File: config.mk
export PLATFORM = sky130hd
export DESIGN_NAME = timer_capture_status_irq
export DESIGN_NICKNAME = d
export VERILOG_FILES = /design/src/inc/timer_pkg.sv /design/src/hw/timer_capture_status_irq.sv
export SDC_FILE = /design/constraint.sdc
export NUM_CORES = 1
export LEC_CHECK = 0
export CAP_MARGIN = 20
export CORE_MARGIN = 4
export CORE_UTILIZATION = 50
export DETAILED_ROUTE_END_ITERATION = 12
export DONT_BUFFER_PORTS = 1
export PLACE_DENSITY_LB_ADDON = 0.3
export SLEW_MARGIN = 10
export SYNTH_ARGS = -nofsm -noshare
export SYNTH_HDL_FRONTEND = slang
export SYNTH_SLANG_ARGS = --single-unit
File: constraint.sdc
create_clock -name clk_sys -period 8.8 [get_ports clk_sys]
set_input_delay 0.44 -clock clk_sys [delete_from_list [all_inputs] [get_ports clk_sys]]
set_output_delay 0.44 -clock clk_sys [all_outputs]
set_load 0.03 [all_outputs]
File: src/inc/timer_pkg.sv
package timer_pkg;

    // ----------------------------------------------------------------
    // register offsets
    // ----------------------------------------------------------------
    localparam logic [7:0] OFS_CONTROL_A     = 8'h5e;
    localparam logic [7:0] OFS_CONTROL_B     = 8'h5f;
    localparam logic [7:0] OFS_TOP_REQ_LO    = 8'h60;
    localparam logic [7:0] OFS_TOP_REQ_HI    = 8'h61;
    localparam logic [7:0] OFS_CMP_REQ_LO    = 8'h62;
    localparam logic [7:0] OFS_CMP_REQ_HI    = 8'h63;
    localparam logic [7:0] OFS_CONTROL_C     = 8'h64;
    localparam logic [7:0] OFS_COUNT_LO      = 8'h65;
    localparam logic [7:0] OFS_COUNT_HI      = 8'h66;
    localparam logic [7:0] OFS_ACT_TOP_LO    = 8'h67;
    localparam logic [7:0] OFS_ACT_TOP_HI    = 8'h68;
    localparam logic [7:0] OFS_ACT_CMP_LO    = 8'h69;
    localparam logic [7:0] OFS_ACT_CMP_HI    = 8'h6a;
    localparam logic [7:0] OFS_CAPTURE_LO    = 8'h6b;
    localparam logic [7:0] OFS_CAPTURE_HI    = 8'h6c;
    localparam logic [7:0] OFS_FLAGS         = 8'h6d;
    localparam logic [7:0] OFS_IRQ_PENDING   = 8'h6e;
    localparam logic [7:0] OFS_IRQ_ENABLE    = 8'h6f;

    // ----------------------------------------------------------------
    // field positions
    // ----------------------------------------------------------------
    localparam int BIT_EXT_RESET_EN  = 7;
    localparam int BIT_DIV_SEL_LO    = 3;
    localparam int BIT_EDGE_SEL      = 2;
    localparam int BIT_SRC_SEL       = 1;
    localparam int BIT_SOVF_EN       = 6;
    localparam int BIT_CAPTURE_EN    = 5;
    localparam int BIT_TOP_SRC       = 4;
    localparam int BIT_OUT_MODE_LO   = 2;
    localparam int BIT_CNT_MODE_LO   = 0;
    localparam int BIT_FORCE         = 2;
    localparam int BIT_SOFT_RESET    = 1;
    localparam int BIT_PAUSE         = 0;
    localparam int BIT_BOTTOM        = 3;
    localparam int BIT_CAPTURE       = 2;
    localparam int BIT_COMPARE       = 1;
    localparam int BIT_OVERFLOW      = 0;

    // ----------------------------------------------------------------
    // reset values
    // ----------------------------------------------------------------
    localparam logic [7:0]  RST_CONTROL  = 8'h00;
    localparam logic [15:0] RST_TOP      = 16'hffff;
    localparam logic [15:0] RST_COMPARE  = 16'hffff;
    localparam logic [15:0] RST_COUNT    = 16'h0000;
    localparam logic [15:0] RST_CAPTURE  = 16'h0000;
    localparam logic [3:0]  RST_FLAGS    = 4'h0;
    localparam logic [2:0]  RST_IRQ      = 3'h0;
    localparam logic [15:0] FIXED_TOP    = 16'hffff;

    // ----------------------------------------------------------------
    // divider terminal counts (divide by n -> n-1)
    // ----------------------------------------------------------------
    localparam logic [9:0] DIV_1_LAST    = 10'h000;
    localparam logic [9:0] DIV_8_LAST    = 10'h007;
    localparam logic [9:0] DIV_64_LAST   = 10'h03f;
    localparam logic [9:0] DIV_256_LAST  = 10'h0ff;
    localparam logic [9:0] DIV_1024_LAST = 10'h3ff;

    typedef enum logic [1:0] {
        MODE_WATCHDOG = 2'b00,
        MODE_CTC      = 2'b01,
        MODE_FAST_PWM = 2'b10,
        MODE_PFC_PWM  = 2'b11
    } counter_mode_e;

endpackage

File: src/hw/timer_capture_status_irq.sv
`timescale 1ns/1ps
module timer_capture_status_irq
    import timer_pkg::*;
(
    input  wire logic        clk_sys,
    input  wire logic        reset_n,
    input  wire logic        wb_cyc_i,
    input  wire logic        wb_stb_i,
    input  wire logic        wb_we_i,
    input  wire logic [7:0]  wb_adr_i,
    input  wire logic [7:0]  wb_dat_i,
    output logic      [7:0]  wb_dat_o,
    output logic             wb_ack_o,
    input  wire logic        capture_trigger_in,
    input  wire logic        counter_reset_in_n,
    output logic             timer_out,
    output logic             timer_irq
);
    import timer_pkg::*;

    // ----------------------------------------------------------------
    // state
    // ----------------------------------------------------------------
    typedef struct packed {
        logic        ack;
        logic [7:0]  rdata;
        logic [7:0]  ctrl_a;
        logic [6:0]  ctrl_b;
        logic [2:0]  ctrl_c;
        logic [15:0] top_req;
        logic [15:0] cmp_req;
        logic [15:0] act_top;
        logic [15:0] act_cmp;
        logic [15:0] count;
        logic        count_down;
        logic [15:0] capture;
        logic [3:0]  flags;
        logic [2:0]  pending;
        logic [2:0]  irq_en;
        logic [9:0]  div_cnt;
        logic        trig_prev;
        logic        soft_rst_prev;
        logic        force_prev;
        logic        out_lvl;
        logic        irq;
    } state_s;

    localparam state_s STATE_RESET = '{
        ack:           1'b0,
        rdata:         8'h00,
        ctrl_a:        RST_CONTROL,
        ctrl_b:        RST_CONTROL[6:0],
        ctrl_c:        RST_CONTROL[2:0],
        top_req:       RST_TOP,
        cmp_req:       RST_COMPARE,
        act_top:       RST_TOP,
        act_cmp:       RST_COMPARE,
        count:         RST_COUNT,
        count_down:    1'b0,
        capture:       RST_CAPTURE,
        flags:         RST_FLAGS,
        pending:       RST_IRQ,
        irq_en:        RST_IRQ,
        div_cnt:       10'h000,
        trig_prev:     1'b0,
        soft_rst_prev: 1'b0,
        force_prev:    1'b0,
        out_lvl:       1'b0,
        irq:           1'b0
    };

    state_s state_r;
    state_s state_nxt;

    logic          access;
    logic          wr;
    logic [2:0]    div_sel;
    logic [9:0]    div_last;
    logic          tick;
    logic [15:0]   top_eff;
    counter_mode_e mode;
    logic [1:0]    out_mode;
    logic          soft_rst_rise;
    logic          force_rise;
    logic          ext_rst;
    logic          at_top;
    logic          at_cmp;
    logic          hit_zero;
    logic          cap_evt;
    logic [3:0]    flag_evt;
    logic [7:0]    rd_mux;
    logic          div_stop;
    logic          wr_flags;
    logic          wr_pending;

    // ----------------------------------------------------------------
    // combinational next state
    // ----------------------------------------------------------------
    always_comb
    begin
        state_nxt     = state_r;
        access        = wb_cyc_i && wb_stb_i && !state_r.ack;
        wr            = access && wb_we_i;
        wr_flags      = wr && (wb_adr_i == OFS_FLAGS);
        wr_pending    = wr && (wb_adr_i == OFS_IRQ_PENDING);
        div_sel       = state_r.ctrl_a[BIT_DIV_SEL_LO +: 3];
        mode          = counter_mode_e'(state_r.ctrl_b[BIT_CNT_MODE_LO +: 2]);
        out_mode      = state_r.ctrl_b[BIT_OUT_MODE_LO +: 2];
        top_eff       = state_r.ctrl_b[BIT_TOP_SRC] ? state_r.act_top : FIXED_TOP;
        soft_rst_rise = state_r.ctrl_c[BIT_SOFT_RESET] && !state_r.soft_rst_prev;
        force_rise    = state_r.ctrl_c[BIT_FORCE] && !state_r.force_prev;
        ext_rst       = state_r.ctrl_a[BIT_EXT_RESET_EN] && !counter_reset_in_n;
        at_top        = 1'b0;
        at_cmp        = 1'b0;
        hit_zero      = 1'b0;
        rd_mux        = 8'h00;

        // ------------------------------------------------------------
        // divider
        // ------------------------------------------------------------
        // reserved codes stop the clock like code zero; a guessed rate would hide misuse
        unique case (div_sel)
            3'h1:    div_last = DIV_1_LAST;
            3'h2:    div_last = DIV_8_LAST;
            3'h3:    div_last = DIV_64_LAST;
            3'h4:    div_last = DIV_256_LAST;
            3'h5:    div_last = DIV_1024_LAST;
            default: div_last = DIV_1_LAST;
        endcase
        tick     = 1'b0;
        div_stop = (div_sel == 3'h0) || (div_sel > 3'h5);
        if (div_stop)
        begin
            state_nxt.div_cnt = 10'h000;
        end
        else if (state_r.div_cnt >= div_last)
        begin
            state_nxt.div_cnt = 10'h000;
            tick              = 1'b1;
        end
        else
        begin
            state_nxt.div_cnt = state_r.div_cnt + 10'h001;
        end

        // ------------------------------------------------------------
        // counter
        // ------------------------------------------------------------
        state_nxt.soft_rst_prev = state_r.ctrl_c[BIT_SOFT_RESET];
        state_nxt.force_prev    = state_r.ctrl_c[BIT_FORCE];
        if (soft_rst_rise || ext_rst)
        begin
            // soft reset outranks pause
            state_nxt.count      = RST_COUNT;
            state_nxt.count_down = 1'b0;
        end
        else if (tick && !state_r.ctrl_c[BIT_PAUSE])
        begin
            at_top = (state_r.count == top_eff);
            at_cmp = (state_r.count == state_r.act_cmp);
            if (mode == MODE_PFC_PWM)
            begin
                if (at_top)
                begin
                    state_nxt.count_down = 1'b1;
                    state_nxt.count      = state_r.count - 16'h0001;
                end
                else if (state_r.count_down && state_r.count == 16'h0000)
                begin
                    // new values only at end of a full cycle
                    state_nxt.count_down = 1'b0;
                    state_nxt.count      = 16'h0001;
                    state_nxt.act_top    = state_r.top_req;
                    state_nxt.act_cmp    = state_r.cmp_req;
                end
                else if (state_r.count_down)
                begin
                    state_nxt.count = state_r.count - 16'h0001;
                end
                else
                begin
                    state_nxt.count = state_r.count + 16'h0001;
                end
            end
            else if (at_top || (mode == MODE_CTC && at_cmp))
            begin
                state_nxt.count   = RST_COUNT;
                state_nxt.act_top = state_r.top_req;
                state_nxt.act_cmp = state_r.cmp_req;
            end
            else
            begin
                state_nxt.count = state_r.count + 16'h0001;
            end
            hit_zero = (state_nxt.count == 16'h0000) && (state_r.count != 16'h0000);
        end

        // ------------------------------------------------------------
        // output waveform
        // ------------------------------------------------------------
        if (out_mode == 2'b00)
        begin
            state_nxt.out_lvl = 1'b0;
        end
        else if (mode == MODE_WATCHDOG || mode == MODE_CTC)
        begin
            if (out_mode == 2'b01 && (at_top || force_rise))
            begin
                state_nxt.out_lvl = !state_r.out_lvl;
            end
        end
        else if (mode == MODE_FAST_PWM)
        begin
            if (at_top)
            begin
                state_nxt.out_lvl = out_mode[0];
            end
            else if (at_cmp)
            begin
                state_nxt.out_lvl = !out_mode[0];
            end
        end
        else if (at_cmp)
        begin
            state_nxt.out_lvl = out_mode[0] ^ state_r.count_down;
        end

        // ------------------------------------------------------------
        // capture, trigger taken on its rising edge
        // ------------------------------------------------------------
        // edge, not level: a held trigger would keep rewriting the stamp
        state_nxt.trig_prev = capture_trigger_in;
        cap_evt = capture_trigger_in && !state_r.trig_prev && state_r.ctrl_b[BIT_CAPTURE_EN];
        if (cap_evt)
        begin
            state_nxt.capture = state_r.count;
        end

        // ------------------------------------------------------------
        // flags; set beats clear
        // ------------------------------------------------------------
        // compare, overflow and bottom events exist only on tick cycles; a paused counter still raises capture
        flag_evt = '0;
        flag_evt[BIT_BOTTOM]   = hit_zero;
        flag_evt[BIT_CAPTURE]  = cap_evt;
        flag_evt[BIT_COMPARE]  = at_cmp;
        flag_evt[BIT_OVERFLOW] = at_top;
        if (wr_flags)
        begin
            state_nxt.flags = flag_evt;
        end
        else
        begin
            state_nxt.flags = state_r.flags | flag_evt;
        end

        // ------------------------------------------------------------
        // interrupt pending and line
        // ------------------------------------------------------------
        // pending samples the registered flags, so w1c of a live enabled flag re-arms in the same cycle and never clears
        state_nxt.pending = state_r.pending;
        if (wr_pending)
        begin
            state_nxt.pending = state_r.pending & ~wb_dat_i[2:0];
        end
        state_nxt.pending = state_nxt.pending | (state_r.irq_en & state_r.flags[2:0]);

        // standalone mode bypasses pending; bottom never interrupts
        if (state_r.ctrl_b[BIT_SOVF_EN])
        begin
            state_nxt.irq = state_nxt.flags[BIT_OVERFLOW];
        end
        else
        begin
            state_nxt.irq = |state_nxt.pending;
        end

        // ------------------------------------------------------------
        // register writes
        // ------------------------------------------------------------
        if (wr)
        begin
            unique case (wb_adr_i)
                OFS_CONTROL_A:   state_nxt.ctrl_a = {wb_dat_i[7], 1'b0, wb_dat_i[5:1], 1'b0};
                OFS_CONTROL_B:   state_nxt.ctrl_b = wb_dat_i[6:0];
                OFS_CONTROL_C:   state_nxt.ctrl_c = wb_dat_i[2:0];
                OFS_TOP_REQ_LO:  state_nxt.top_req[7:0]  = wb_dat_i;
                OFS_TOP_REQ_HI:  state_nxt.top_req[15:8] = wb_dat_i;
                OFS_CMP_REQ_LO:  state_nxt.cmp_req[7:0]  = wb_dat_i;
                OFS_CMP_REQ_HI:  state_nxt.cmp_req[15:8] = wb_dat_i;
                OFS_IRQ_ENABLE:  state_nxt.irq_en = wb_dat_i[2:0];
                default:         ;
            endcase
        end

        // ------------------------------------------------------------
        // read mux; read-only bytes ignore writes above
        // ------------------------------------------------------------
        unique case (wb_adr_i)
            OFS_CONTROL_A:   rd_mux = state_r.ctrl_a;
            OFS_CONTROL_B:   rd_mux = {1'b0, state_r.ctrl_b};
            OFS_CONTROL_C:   rd_mux = {5'h00, state_r.ctrl_c};
            OFS_COUNT_LO:    rd_mux = state_r.count[7:0];
            OFS_COUNT_HI:    rd_mux = state_r.count[15:8];
            OFS_ACT_TOP_LO:  rd_mux = state_r.act_top[7:0];
            OFS_ACT_TOP_HI:  rd_mux = state_r.act_top[15:8];
            OFS_ACT_CMP_LO:  rd_mux = state_r.act_cmp[7:0];
            OFS_ACT_CMP_HI:  rd_mux = state_r.act_cmp[15:8];
            OFS_CAPTURE_LO:  rd_mux = state_r.capture[7:0];
            OFS_CAPTURE_HI:  rd_mux = state_r.capture[15:8];
            OFS_FLAGS:       rd_mux = {4'h0, state_r.flags};
            OFS_IRQ_PENDING: rd_mux = {5'h00, state_r.pending};
            OFS_IRQ_ENABLE:  rd_mux = {5'h00, state_r.irq_en};
            default:         rd_mux = 8'h00;
        endcase

        // ------------------------------------------------------------
        // bus answer
        // ------------------------------------------------------------
        // ack high blocks a second take of the same request
        state_nxt.ack = access;
        if (access)
        begin
            state_nxt.rdata = rd_mux;
        end
    end

    // ----------------------------------------------------------------
    // state register
    // ----------------------------------------------------------------
    always_ff @(posedge clk_sys or negedge reset_n)
    begin
        if (!reset_n)
        begin
            state_r <= STATE_RESET;
        end
        else
        begin
            state_r <= state_nxt;
        end
    end

    assign wb_dat_o  = state_r.rdata;
    assign wb_ack_o  = state_r.ack;
    assign timer_out = state_r.out_lvl;
    assign timer_irq = state_r.irq;

endmodule

After elaboration in Yosys (flattened, before gate mapping)
Cells that the tools add are included.
W data, S select, Z words.
Word-level totals
  register bits: 147
  output and inout port bits: 11
  word-level logic and storage cells: 155
Cells by class
  add/subtract/negate cells: 3
  $lt $le $gt $ge: 2
  equality and inequality tests: 32
  muxes and demuxes: 37
  bitwise logic cells: 7
  reduce and logical (&&, ||, !) cells: 51
Operators by type and width (count)
  $eq A8 B7 Y1 const B: 18
  $mux W48: 3
  $pmux W8 S14: 1
  $mux W32: 3
  $mux W16: 4
  $mux W17: 3
  $pmux W10 S4: 1
  $eq A16 B16 Y1: 2
  $logic_not A16 Y1: 2
  $mux W10: 2
  $mux W1: 18
  $add A16 B1 Y16 const B: 1
  $reduce_and A2 Y1: 8
  $reduce_bool A16 Y1: 1
  $sub A16 B1 Y16 const B: 1
  $logic_and A1 B1 Y1: 15
  $add A10 B1 Y10 const B: 1
  $ge A10 B10 Y1: 1
  $logic_not A1 Y1: 8
  $reduce_bool A4 Y1: 2
  $and A3 B3 Y3: 2
  $eq A3 B2 Y1 const B: 2
  $eq A3 B3 Y1 const B: 2
  $reduce_and A3 Y1: 2
  21 further kinds: 29

Logic depth before layout (Yosys ltp)
Gate-level depths: netlist (run 1).
  depth after elaboration: 15
  gate-level depth with buffers: 14
  depth with buffers taken out: 13

Worst setup path after synthesis (run 1)
OpenSTA, ideal clock, no wires.
  path type: reg-to-reg
  start point: register state_r (netlist bit div_sel[1])
  end point: register state_r[44] in the netlist's numbering
  library setup time: 78 ps
  data arrival time: 3035 ps
  data required time: 8722 ps
  slack: 5687 ps
  cell stages (with the launch flop): 15
  clock period less this slack: 3113 ps
  cell sequence: dfrtp_1 > inv_1 > ha_1 > inv_1 > ha_1 > nand2b_1 > a21oi_1 > o21ai_0 > a21oi_1 > nor2b_1 > o31ai_1 > clkbuf_1 > clkbuf_1 > nand2_1 > a21oi_1
Between the ends
  cells in the longest elaborated chain, start to end: 7
  elaborated cells on any way between the ends: 13
  those cells by class: 2 x order compare; 4 x eq/ne; 3 x mux; 4 x reduce/logical
RTL lines
  start: declaration: line timer_capture_status_irq.sv:72  | state_s state_r;
  start signal: assignment: line timer_capture_status_irq.sv:339  | state_r <= state_nxt;
  $eq A3 B3 Y1 / $eq A3 B2 Y1 (equally long branches): line timer_capture_status_irq.sv:122  | unique case (div_sel)
  $pmux W10 S4: line timer_capture_status_irq.sv:122
  $ge A10 B10 Y1: line timer_capture_status_irq.sv:136  | else if (state_r.div_cnt >= div_last)
  $mux W1: line timer_capture_status_irq.sv:136
  $mux W1 *: line timer_capture_status_irq.sv:132  | if (div_stop)
  $logic_and A1 B1 Y1 *: line timer_capture_status_irq.sv:157  | else if (tick && !state_r.ctrl_c[BIT_PAUSE])
  $reduce_bool A2 Y1 (no source line) *
Every way passes the cells marked *; elsewhere a longest branch is shown, timed or not.
A chain may end at the register's enable or synchronous reset.

==> results of run 1 <==
-- timing repair --
| action | 4_1_cts | 5_1_grt |
|---|---|---|
| setup buffers | 0 | 0 |
| hold endpoints to repair | 147 | 0 |
| hold buffers | 1 | 0 |
-- worst min path at each step --
stage	endpoint	slack [ns]	from
after floorplan	div_sel[0]	0.14	reset_n
after global placement	state_r[9]	0.15	reset_n
after detailed placement	state_r[7]	0.15	reset_n
after CTS	state_r[4]	0.02	capture_trigger_in
after global routing	state_r[4]	0.02	capture_trigger_in
final	state_r[7]	0.01	reset_n
-- flip-flops by register name (all words and copies together) (netlist names) --
register	cells
div_sel	3
timer_irq	1
timer_out	1
state_r	127
out_mode	2
mode	2
wb_ack_o	1
wb_dat_o	8
state_nxt	2
-- critical path, cell delays in order (launching register included) --
cell,delay [ns]
dfrtp_1,0.79
or3b_1,0.41
o22ai_1,0.15
o32ai_1,0.11
or4_1,0.94
and2_1,0.43
a221o_1,0.39
a2111oi_2,0.32
nand4_1,0.22
o41ai_2,0.36
-- cell families after synthesis --
family                   after synthesis
AND/OR/NAND/NOR                      265
AO/OA/AOI/OAI                        160
flip-flops                           147
multiplexers                         105
buffers and inverters                 70
XOR/XNOR                              39
adder cells (fa/ha/maj)               16
-- metal layers --
layer	GRT usage	routed length, µm
met5	0	0
met4	0.0987	717
met3	0.0420	1530
met2	0.418	11100
met1	0.347	9860
-- power by group through the flow --
stage          clock, mW  sequential, mW  combinational, mW
3_5_place_dp           0           0.731             0.0722
6_report           0.690           0.720             0.0875
5_1_grt            0.730           0.720             0.0960
2_1_floorplan          0           0.711             0.0765
4_1_cts            0.702           0.719             0.0876
3_3_place_gp           0           0.730             0.0714
-- cell usage in the layout, fill, tap and decap left out, drive strengths merged, types with 6 or more instances in the layout --
| cell type | synthesis | layout |
|---|---|---|
| mux2 | 95 | 95 |
| dfrtp | 83 | 83 |
| nand2 | 69 | 69 |
| dfstp | 64 | 64 |
| nor2 | 60 | 60 |
| nand3 | 27 | 27 |
| o21ai | 27 | 27 |
| a21oi | 25 | 25 |
| xnor2 | 23 | 23 |
| inv | 14 | 20 |
| clkbuf | 25 | 19 |
| xor2 | 16 | 16 |
| and3 | 16 | 16 |
| ha | 16 | 16 |
| a22o | 15 | 15 |
| nor3 | 14 | 14 |
| a221oi | 13 | 13 |
| and2 | 10 | 10 |
| a22oi | 10 | 10 |
| mux2i | 10 | 10 |
| a31oi | 9 | 9 |
| nand4 | 9 | 9 |
| nor2b | 8 | 8 |
| a221o | 7 | 7 |
| o22ai | 7 | 7 |
| clkinv | 1 | 7 |
| nor4bb | 6 | 6 |
| o31ai | 6 | 6 |
-- stage by stage --
| step | power, mW | std cells | worst slack [ns] |
|---|---|---|---|
| 3_5_place_dp | 0.803 | 971 | 4.65 |
| 6_report | 1.50 | 1004 | 4.55 |
| 3_3_place_gp | 0.801 | 971 | 4.80 |
| 2_1_floorplan | 0.788 | 802 | 5.69 |
| 4_1_cts | 1.51 | 1004 | 4.62 |
| 5_1_grt | 1.55 | 1004 | 4.30 |
-- area by class of cell --
class / count / area, µm² / share of cell area
clock buffer: 19 / 443 / 0.0492
clock inverter: 13 / 120 / 0.0133
inverter: 15 / 56.3 / 0.00625
multi-input combinational: 585 / 4300 / 0.477
sequential: 147 / 3760 / 0.417
tap: 220 / 275 / 0.0306
timing repair buffer: 5 / 57.6 / 0.00639
==> flow_summary.toml, run 1 <==
[synthesis]
synth_nets = 841
syn_inst = 802
syn_area_um2 = 8370
yosysMostFrequentCell = "mux2_2"
synth_edf_count = 0
yosys_warnings = 0
synth_top_cell_by_area = "dfrtp_1"
yosysTopAreaCellShare = 0.248
syn_area_per_cell_um2 = 10.4
synth_seq_cells = 147
synth_xor_area_frac = 0.0408
synthFlopType = "dfrtp_1"
seq_area_frac_synth = 0.449
synthDistinctLibCells = 69
synthSimpleGateAreaFrac = 0.167
synthAdderAreaFrac = 0.0239
synthArstFlopShare = 1.00
synth_mux_area_frac = 0.140
synth_top_family_by_area = "simple AND/OR/NAND/NOR gates"
synth_compound_area_frac = 0.138
yosys-top-cells-area = "dfrtp_1 (25%), dfstp_2 (20%), mux2_2 (13%)"
synthTopCellsByCount = "mux2_2 (95), dfrtp_1 (83), nand2_1 (69), dfstp_2 (64), nor2_1 (60)"

[global_routing]
grt_antenna_before_repair = 0
grt_max_degree = 148
grt_pass1_wl_um = 36400
overflow = 0
grt_pass1_vias = 6329
grt.total_usage = 0.257

[cells_and_area]
nFillCells = 1415
postLayoutCellArea_um2 = 9010
drive_above_1_share = 0.268
areaGrowthSynthToFinish_pct = 7.64
antenna_cells = 0
final_net_count = 810
final_util = 0.547

[worst_setup_path]
worstPathRequired_ns = 9.13
endpoint = "state_r[24]"
reg2reg_depth = 9
critPathMaxFanout = 29
r2r_end = "state_r[24]"
cp_data_arrival_time_ns = 4.58
ff2ff_setup_slack_ns = 4.55
cp-end-kind = "register"
crit_type = "reg2reg"
rr_startpoint = "state_r[129]"
cp-start-kind = "register"
startpoint = "state_r[129]"

[sta]
skew_ns = 0.0111
period_minus_slack_ns = 4.25
tightest_slew_ns = 1.09
final-setup-viol-count = 0
finalMaxSlewViolations = 0
rsz0062_at_grt = "false"
fin_setup_tns_ns = 0
fmax_mhz = 235
hold_violations = 0
period_share = 0.483
fin_hold_ws_ns = 0.0131
slew_headroom = 0.269

[clocking]
clk_pin_slew_worst_paths_ns = 0.06
cts_max_level = 4
cts_sinks = 147
post_cts_resized = 0
cts_tree = "yes"
cts_made_buffers = 17
cts_root_buffer = "clkbuf_16"
clock_latency_ns = 0.43
clk_path_buf_depth = 2

[floorplan]
std_cell_rows = 47
start_util = 0.508
io_pins = 34
die-area_um2 = 18900
die_y_um = 137
core_um2 = 16500
die_x_um = 137

[status]
status = "finished clean"

[hold_path]
hold_path.class = "in2async"

[placement]
place_area_um2 = 8420
routabilityCongestion = 0.944
io_buffer_count = 0
detailed_place_hpwl_um = 16200

[routing]
drc_errors = 0
wl_per_cell_um = 23.1
drtIter0Drc = 675
drtPass1Iterations = 5
vias = 6530
viasPerCell = 6.50
antenna_left = 0
drt-total-wl_um = 23200

[flow_run]
drv_cap = 0

[pwr]
p_clk_frac = 0.461
pwr-share-comb = 0.058
power_density_nw_per_um2 = 166
netSwitchingPower_mw = 0.396
sequentialPowerShare = 0.481
p_int_mw = 1.10
netSwitchingFraction = 0.265
max-vdd-ir-drop_mv = 0.137
leakagePower_nw = 3.77
No activity file was read; power rests on OpenSTA's default activity.
==> run 2: changes to the inputs <==
Settings changed: ABC_AREA set to 1.
Clock period 8.8 ns to 3.5 ns, I/O delays scaled along.
==> run 2 against run 1 <==
  * Synthesized area is 7.7% higher
  * Worst hold slack got worse by 0.0077 ns
  * Die area up 7.2%
  * Register-to-register slack worse by 4.3 ns
  * Global-route usage up 2.9 points
  * Worst setup slack worse by 4.3 ns
  * Critical path depth rose by 5
  * Clock skew down 0.00065 ns
  * Largest power group is now the clock network
  * Highest routed layer unchanged
==> flow_summary.toml, run 2 <==
[status]
status = "finished clean"

[floorplan]
core_um2 = 17500
start_util = 0.516
std_cell_rows = 48
io_pins = 34
die-area_um2 = 20200
die_y_um = 142
die_x_um = 142

[worst_setup_path]
critPathSlowestCell = "inv_1"
rr_startpoint = "div_sel[1]"
worstPathRequired_ns = 3.86
startpoint = "div_sel[1]"
ff2ff_setup_slack_ns = 0.29
cp_num_buf_inv = 3
cp_top_family = "simple AND/OR/NAND/NOR gates"
critPathMaxFanout = 27
cp_data_arrival_time_ns = 3.56
worst_path_largest_cell_delay_ns = 0.43
cp-end-kind = "register"
crit_type = "reg2reg"
r2r_end = "state_r[88]"
crit_chain = "inv_1 -> ha_1 -> a31oi_1 -> ha_1 -> nand2_1 -> o21ai_0 -> nand2_1 -> nand4_1 -> nand3_1 -> inv_1 -> nand3_4 -> buf_12 -> nor2_1 -> a21oi_2"
cp.depth = 14
reg2reg_depth = 14
endpoint = "state_r[88]"
cp-start-kind = "register"

[pwr]
p_int_mw = 2.89
netSwitchingFraction = 0.317
power_density_nw_per_um2 = 431
max-vdd-ir-drop_mv = 0.406
netSwitchingPower_mw = 1.34
pwr-share-comb = 0.137
leakagePower_nw = 4.82
p_clk_frac = 0.446
sequentialPowerShare = 0.417

[routing]
vias = 8625
antenna_left = 0
viasPerCell = 5.79
drt-total-wl_um = 28700
wl_per_cell_um = 19.3
drc_errors = 0
drtIter0Drc = 1045
drtPass1Iterations = 5

[global_routing]
grt_pass1_vias = 7907
grt_pass1_wl_um = 44600
overflow = 0
grt_antenna_before_repair = 0
grt_max_degree = 148
grt.total_usage = 0.287

[cells_and_area]
seqCellArea_um2 = 3760
final_common_cell = "nand2_1"
multi_input_area_um2 = 4480
largest_reg_flops = 127
final_util = 0.563
areaGrowthSynthToFinish_pct = 9.16
drive_above_1_share = 0.135
antenna_cells = 0
layout_common_cells = "nand2_1 (412), nor2_1 (143), o21ai_0 (121)"
top_register = "state_r"
nFillCells = 1641
final_net_count = 1291
fin_cells = 1490

[placement]
routabilityCongestion = 1.03
detailed_place_hpwl_um = 20700
dp.cells = 1453
io_buffer_count = 0

[sta]
fin_hold_ws_ns = 0.00540
period_minus_slack_ns = 3.21
fin_setup_tns_ns = 0
skew_ns = 0.0105
period_share = 0.916
tightest_slew_ns = 0.753
fmax_mhz = 312
slew_headroom = 0.494
final-setup-viol-count = 0
rsz0062_at_grt = "false"
hold_violations = 0
finalMaxSlewViolations = 0

[clocking]
post_cts_resized = 0
cts_max_level = 4
clk_path_buf_depth = 2
cts_setup_buffers = 0
cts_made_buffers = 17
cts_root_buffer = "clkbuf_16"
clock_latency_ns = 0.44
cts_sinks = 147
cts_tree = "yes"
clk_pin_slew_worst_paths_ns = 0.07

[synthesis]
yosysMostFrequentCell = "nand2_1"
syn_area_um2 = 9010
syn_area_per_cell_um2 = 7.16
syn_inst = 1259
synth_edf_count = 0
synth_nets = 1298
seq_area_frac_synth = 0.417
synthTopCellsByCount = "nand2_1 (412), nor2_1 (143), o21ai_0 (121), inv_1 (116), dfrtp_1 (83)"
synth_top_cell_by_area = "dfrtp_1"
yosys_warnings = 0
synthArstFlopShare = 1.00
yosysTopAreaCellShare = 0.230
synth_seq_cells = 147
yosys-top-cells-area = "dfrtp_1 (23%), dfstp_2 (19%), nand2_1 (17%)"
synthFlopType = "dfrtp_1"
synthDistinctLibCells = 41

[hold_path]
min_path_cells = 2
hold_path.class = "in2reg"

[flow_run]
drv_cap = 0
[run 2: cell count changes after synthesis, moves of 11 or more]
cell      delta
nand2_1    +343
inv_1      +102
o21ai_0     +95
mux2_2      -90
nor2_1      +83
nand3_1     +55
xnor2_1     -21
a21oi_2     +20
and3_1      -16
o22ai_1     +16
a22o_1      -15
clkbuf_1    -12
inv_2       +11
[run 2: logic make-up (layout without fill, tap and decap cells)]
family,count (synthesis),in the layout,synth area share
and+or+nand+nor,689,689,0.316
AOI/OAI and AO/OA,206,206,0.133
buffers and inverters,175,181,0.0861
DFF,147,147,0.417
xor gates and xnor gates,21,21,0.0204
adders and majority gates,16,16,0.0222
muxes,5,5,0.00625
[run 2: power groups by stage]
stage	registers (mW)	clock network, mW	logic (mW)
after floorplan	1.78	0	0.390
after global placement	1.80	0	0.517
after detailed placement	1.80	0	0.524
after CTS	1.77	1.91	0.568
after global routing	1.77	1.99	0.640
final	1.77	1.89	0.578
[run 2: worst min-delay path by stage]
stage           startpoint      endpoint  slack (ns)
2_1_floorplan      reset_n    div_sel[0]       -0.12
3_3_place_gp       reset_n  state_r[139]       -0.12
3_5_place_dp       reset_n  state_r[131]       -0.12
4_1_cts        wb_dat_i[7]   state_r[97]       0.004
5_1_grt        wb_dat_i[7]   state_r[97]        0.02
6_report       wb_dat_i[7]   state_r[97]       0.005
[run 2: what timing repair did]
action	CTS	global route
hold buffers	4	0
endpoints found under the setup margin	0	8
endpoints found under the hold margin	153	0
[run 2: routing by layer]
layer / share of wire / vias up / GRT usage
met5: 0 / - / 0
met1: 0.43 / 4058 / 0.409
li1: - / 4037 / -
met3: 0.10 / 77 / 0.0598
met2: 0.44 / 453 / 0.435
met4: 0.032 / 0 / 0.100
[run 2: final cells by class]
class / instances / share of cell area
flip-flops and latches: 147 / 0.382
inverters: 128 / 0.0488
repair buffers: 21 / 0.0209
multi-input cells: 937 / 0.455
clock inverters: 15 / 0.0212
clock buffers: 17 / 0.0432
well taps: 225 / 0.0286
[run 2: through the flow]
step / total power [mW] / setup slack (ns) / cell area (µm²)
finish: 4.24 / 0.294 / 9840
detailed placement: 2.32 / 0.338 / 9130
global placement: 2.31 / 0.503 / 9130
CTS: 4.25 / 0.311 / 9820
floorplan: 2.17 / 1.11 / 9010
global route: 4.40 / 0.0218 / 9840
==> run 3: changes to the inputs <==
Settings changed: CORE_UTILIZATION 50 to 30.
Clock period 3.5 ns to 3.9 ns, I/O delays scaled along.
==> run 3 against run 2 <==
  * Register-to-register slack improved by 0.17 ns
  * Non-clock buffer count is 10 lower
  * Global-route usage shrank 11 points
  * Cell count grew 10%
  * Sequential cell count is the same
  * Via count down 4.4%
  * Clock-buffer cell count grew 1
  * Critical path type unchanged
  * Die area increased by 62%
  * Clock skew is 0.00096 ns higher
  * Largest cell class unchanged
==> flow_summary.toml, run 3 (same netlist as run 2, synthesis figures left out) <==
[flow_run]
drv_cap = 0

[cells_and_area]
nFillCells = 3261
final_net_count = 1281
top_register = "state_r"
fin_cells = 1645
areaGrowthSynthToFinish_pct = 10.4
drive_above_1_share = 0.127
postLayoutCellArea_um2 = 9950
largest_reg_flops = 127
antenna_cells = 0
final_common_cell = "nand2_1"
layout_common_cells = "nand2_1 (412), nor2_1 (143), o21ai_0 (121)"

[sta]
tightest_slew_ns = 0.876
fmax_mhz = 291
finalMaxSlewViolations = 0
final-setup-viol-count = 0
hold_violations = 0
skew_ns = 0.0114
period_share = 0.881
fin_setup_tns_ns = 0
rsz0062_at_grt = "false"
slew_headroom = 0.411
fin_hold_ws_ns = 0.0654
period_minus_slack_ns = 3.43

[floorplan]
die-area_um2 = 32900
io_pins = 34
die_x_um = 181
die_y_um = 181
core_um2 = 29600
start_util = 0.304
std_cell_rows = 63

[pwr]
max-vdd-ir-drop_mv = 0.242
power_density_nw_per_um2 = 384
leakagePower_nw = 4.77

[hold_path]
hold_path.class = "in2reg"

[worst_setup_path]
critPathMaxFanout = 38
cp_data_arrival_time_ns = 3.79
crit_type = "reg2reg"
critPathSlowestCell = "nand3_4"
worstPathRequired_ns = 4.25
cp-start-kind = "register"
crit_chain = "inv_1 -> ha_1 -> a31oi_1 -> ha_1 -> nand2_1 -> o21ai_0 -> nand2_1 -> nand4_1 -> nand3_1 -> buf_4 -> inv_1 -> nand3_4 -> buf_12 -> nor2_1 -> a21oi_2"
cp-end-kind = "register"
worst_path_largest_cell_delay_ns = 0.43

[routing]
antenna_left = 0
drc_errors = 0
viasPerCell = 5.01
drtIter0Drc = 891
wl_per_cell_um = 17.9
drtPass1Iterations = 7
vias = 8245
drt-total-wl_um = 29500

[global_routing]
grt.total_usage = 0.178
grt.busiest_layer = "met2"
met3_usage = 0.0238
grt_max_degree = 148
gr-usage-met1 = 0.251
grt_pass1_wl_um = 46100
grt_pass1_vias = 7823
grt_antenna_before_repair = 0
overflow = 0
use_met2 = 0.278

[placement]
detailed_place_hpwl_um = 21700
place_area_um2 = 9260
routabilityCongestion = 0.951
io_buffer_count = 0
dp.cells = 1608

[status]
status = "finished clean"

[clocking]
clk_pin_slew_worst_paths_ns = 0.06
cts_made_buffers = 17
clk_path_buf_depth = 2
clock_latency_ns = 0.43
cts_tree = "yes"
post_cts_resized = 0
cts_sinks = 147
cts_root_buffer = "clkbuf_16"
cts_max_level = 4
==> run 3: report_power, final <==
part | switching, mW | internal (mW)
registers | 0.0461 | 1.55
logic | 0.340 | 0.152
clock network | 0.698 | 1.03
total | 1.08 | 2.74
==> run 3: per-layer routing <==
metal / up-vias / wire, µm
li1: 4030 / -
met1: 3867 / 13400
met2: 294 / 13400
met3: 54 / 1660
met4: 0 / 991
met5: - / 0
==> run 3: final timing paths <==
check / startpoint / endpoint / slack [ns] / cells past startpoint
max: div_sel[1] / state_r[86] / 0.47 / 15
min: wb_dat_i[7] / state_r[121] / 0.07 / 2
max reg2reg: div_sel[1] / state_r[86] / 0.47 / 15
min reg2reg: state_nxt[3] / state_r[3] / 0.41 / 0
max in group asynchronous: reset_n / state_r[21] / 2.91 / 2
min in group asynchronous: reset_n / state_r[131] / 0.48 / 2
==> run 3: through the flow <==
stage	total power, mW	worst slack [ns]	util
2_1_floorplan	1.95	1.51	-
3_3_place_gp	2.07	0.698	0.313
3_5_place_dp	2.07	0.519	0.313
4_1_cts	3.85	0.491	0.335
5_1_grt	3.99	0.180	0.336
6_report	3.82	0.466	0.336
==> run 3: what timing repair did <==
action,CTS,global route
buffers inserted,0,0
hold buffers,4,0
hold endpoints to repair,151,0
==> run 3: worst max-delay path, delay by kind of cell, from the launching register on <==
kind                     cells  cell delay, ns
buffers and inverters        4            1.02
AND/OR/NAND/NOR              6            1.00
AO/OA/AOI/OAI                3            0.50
adder cells (fa/ha/maj)      2            0.42
flip-flops                   1            0.39
==> run 3: area by class of cell <==
cell class	count	area, µm²	area share
multi-input cells	937	4480	0.450
clock inverters	14	178	0.0179
flip-flops and latches	147	3760	0.378
inverters	128	480	0.0483
well taps	390	488	0.0490
repair buffers	11	126	0.0127
clock buffers	18	439	0.0441
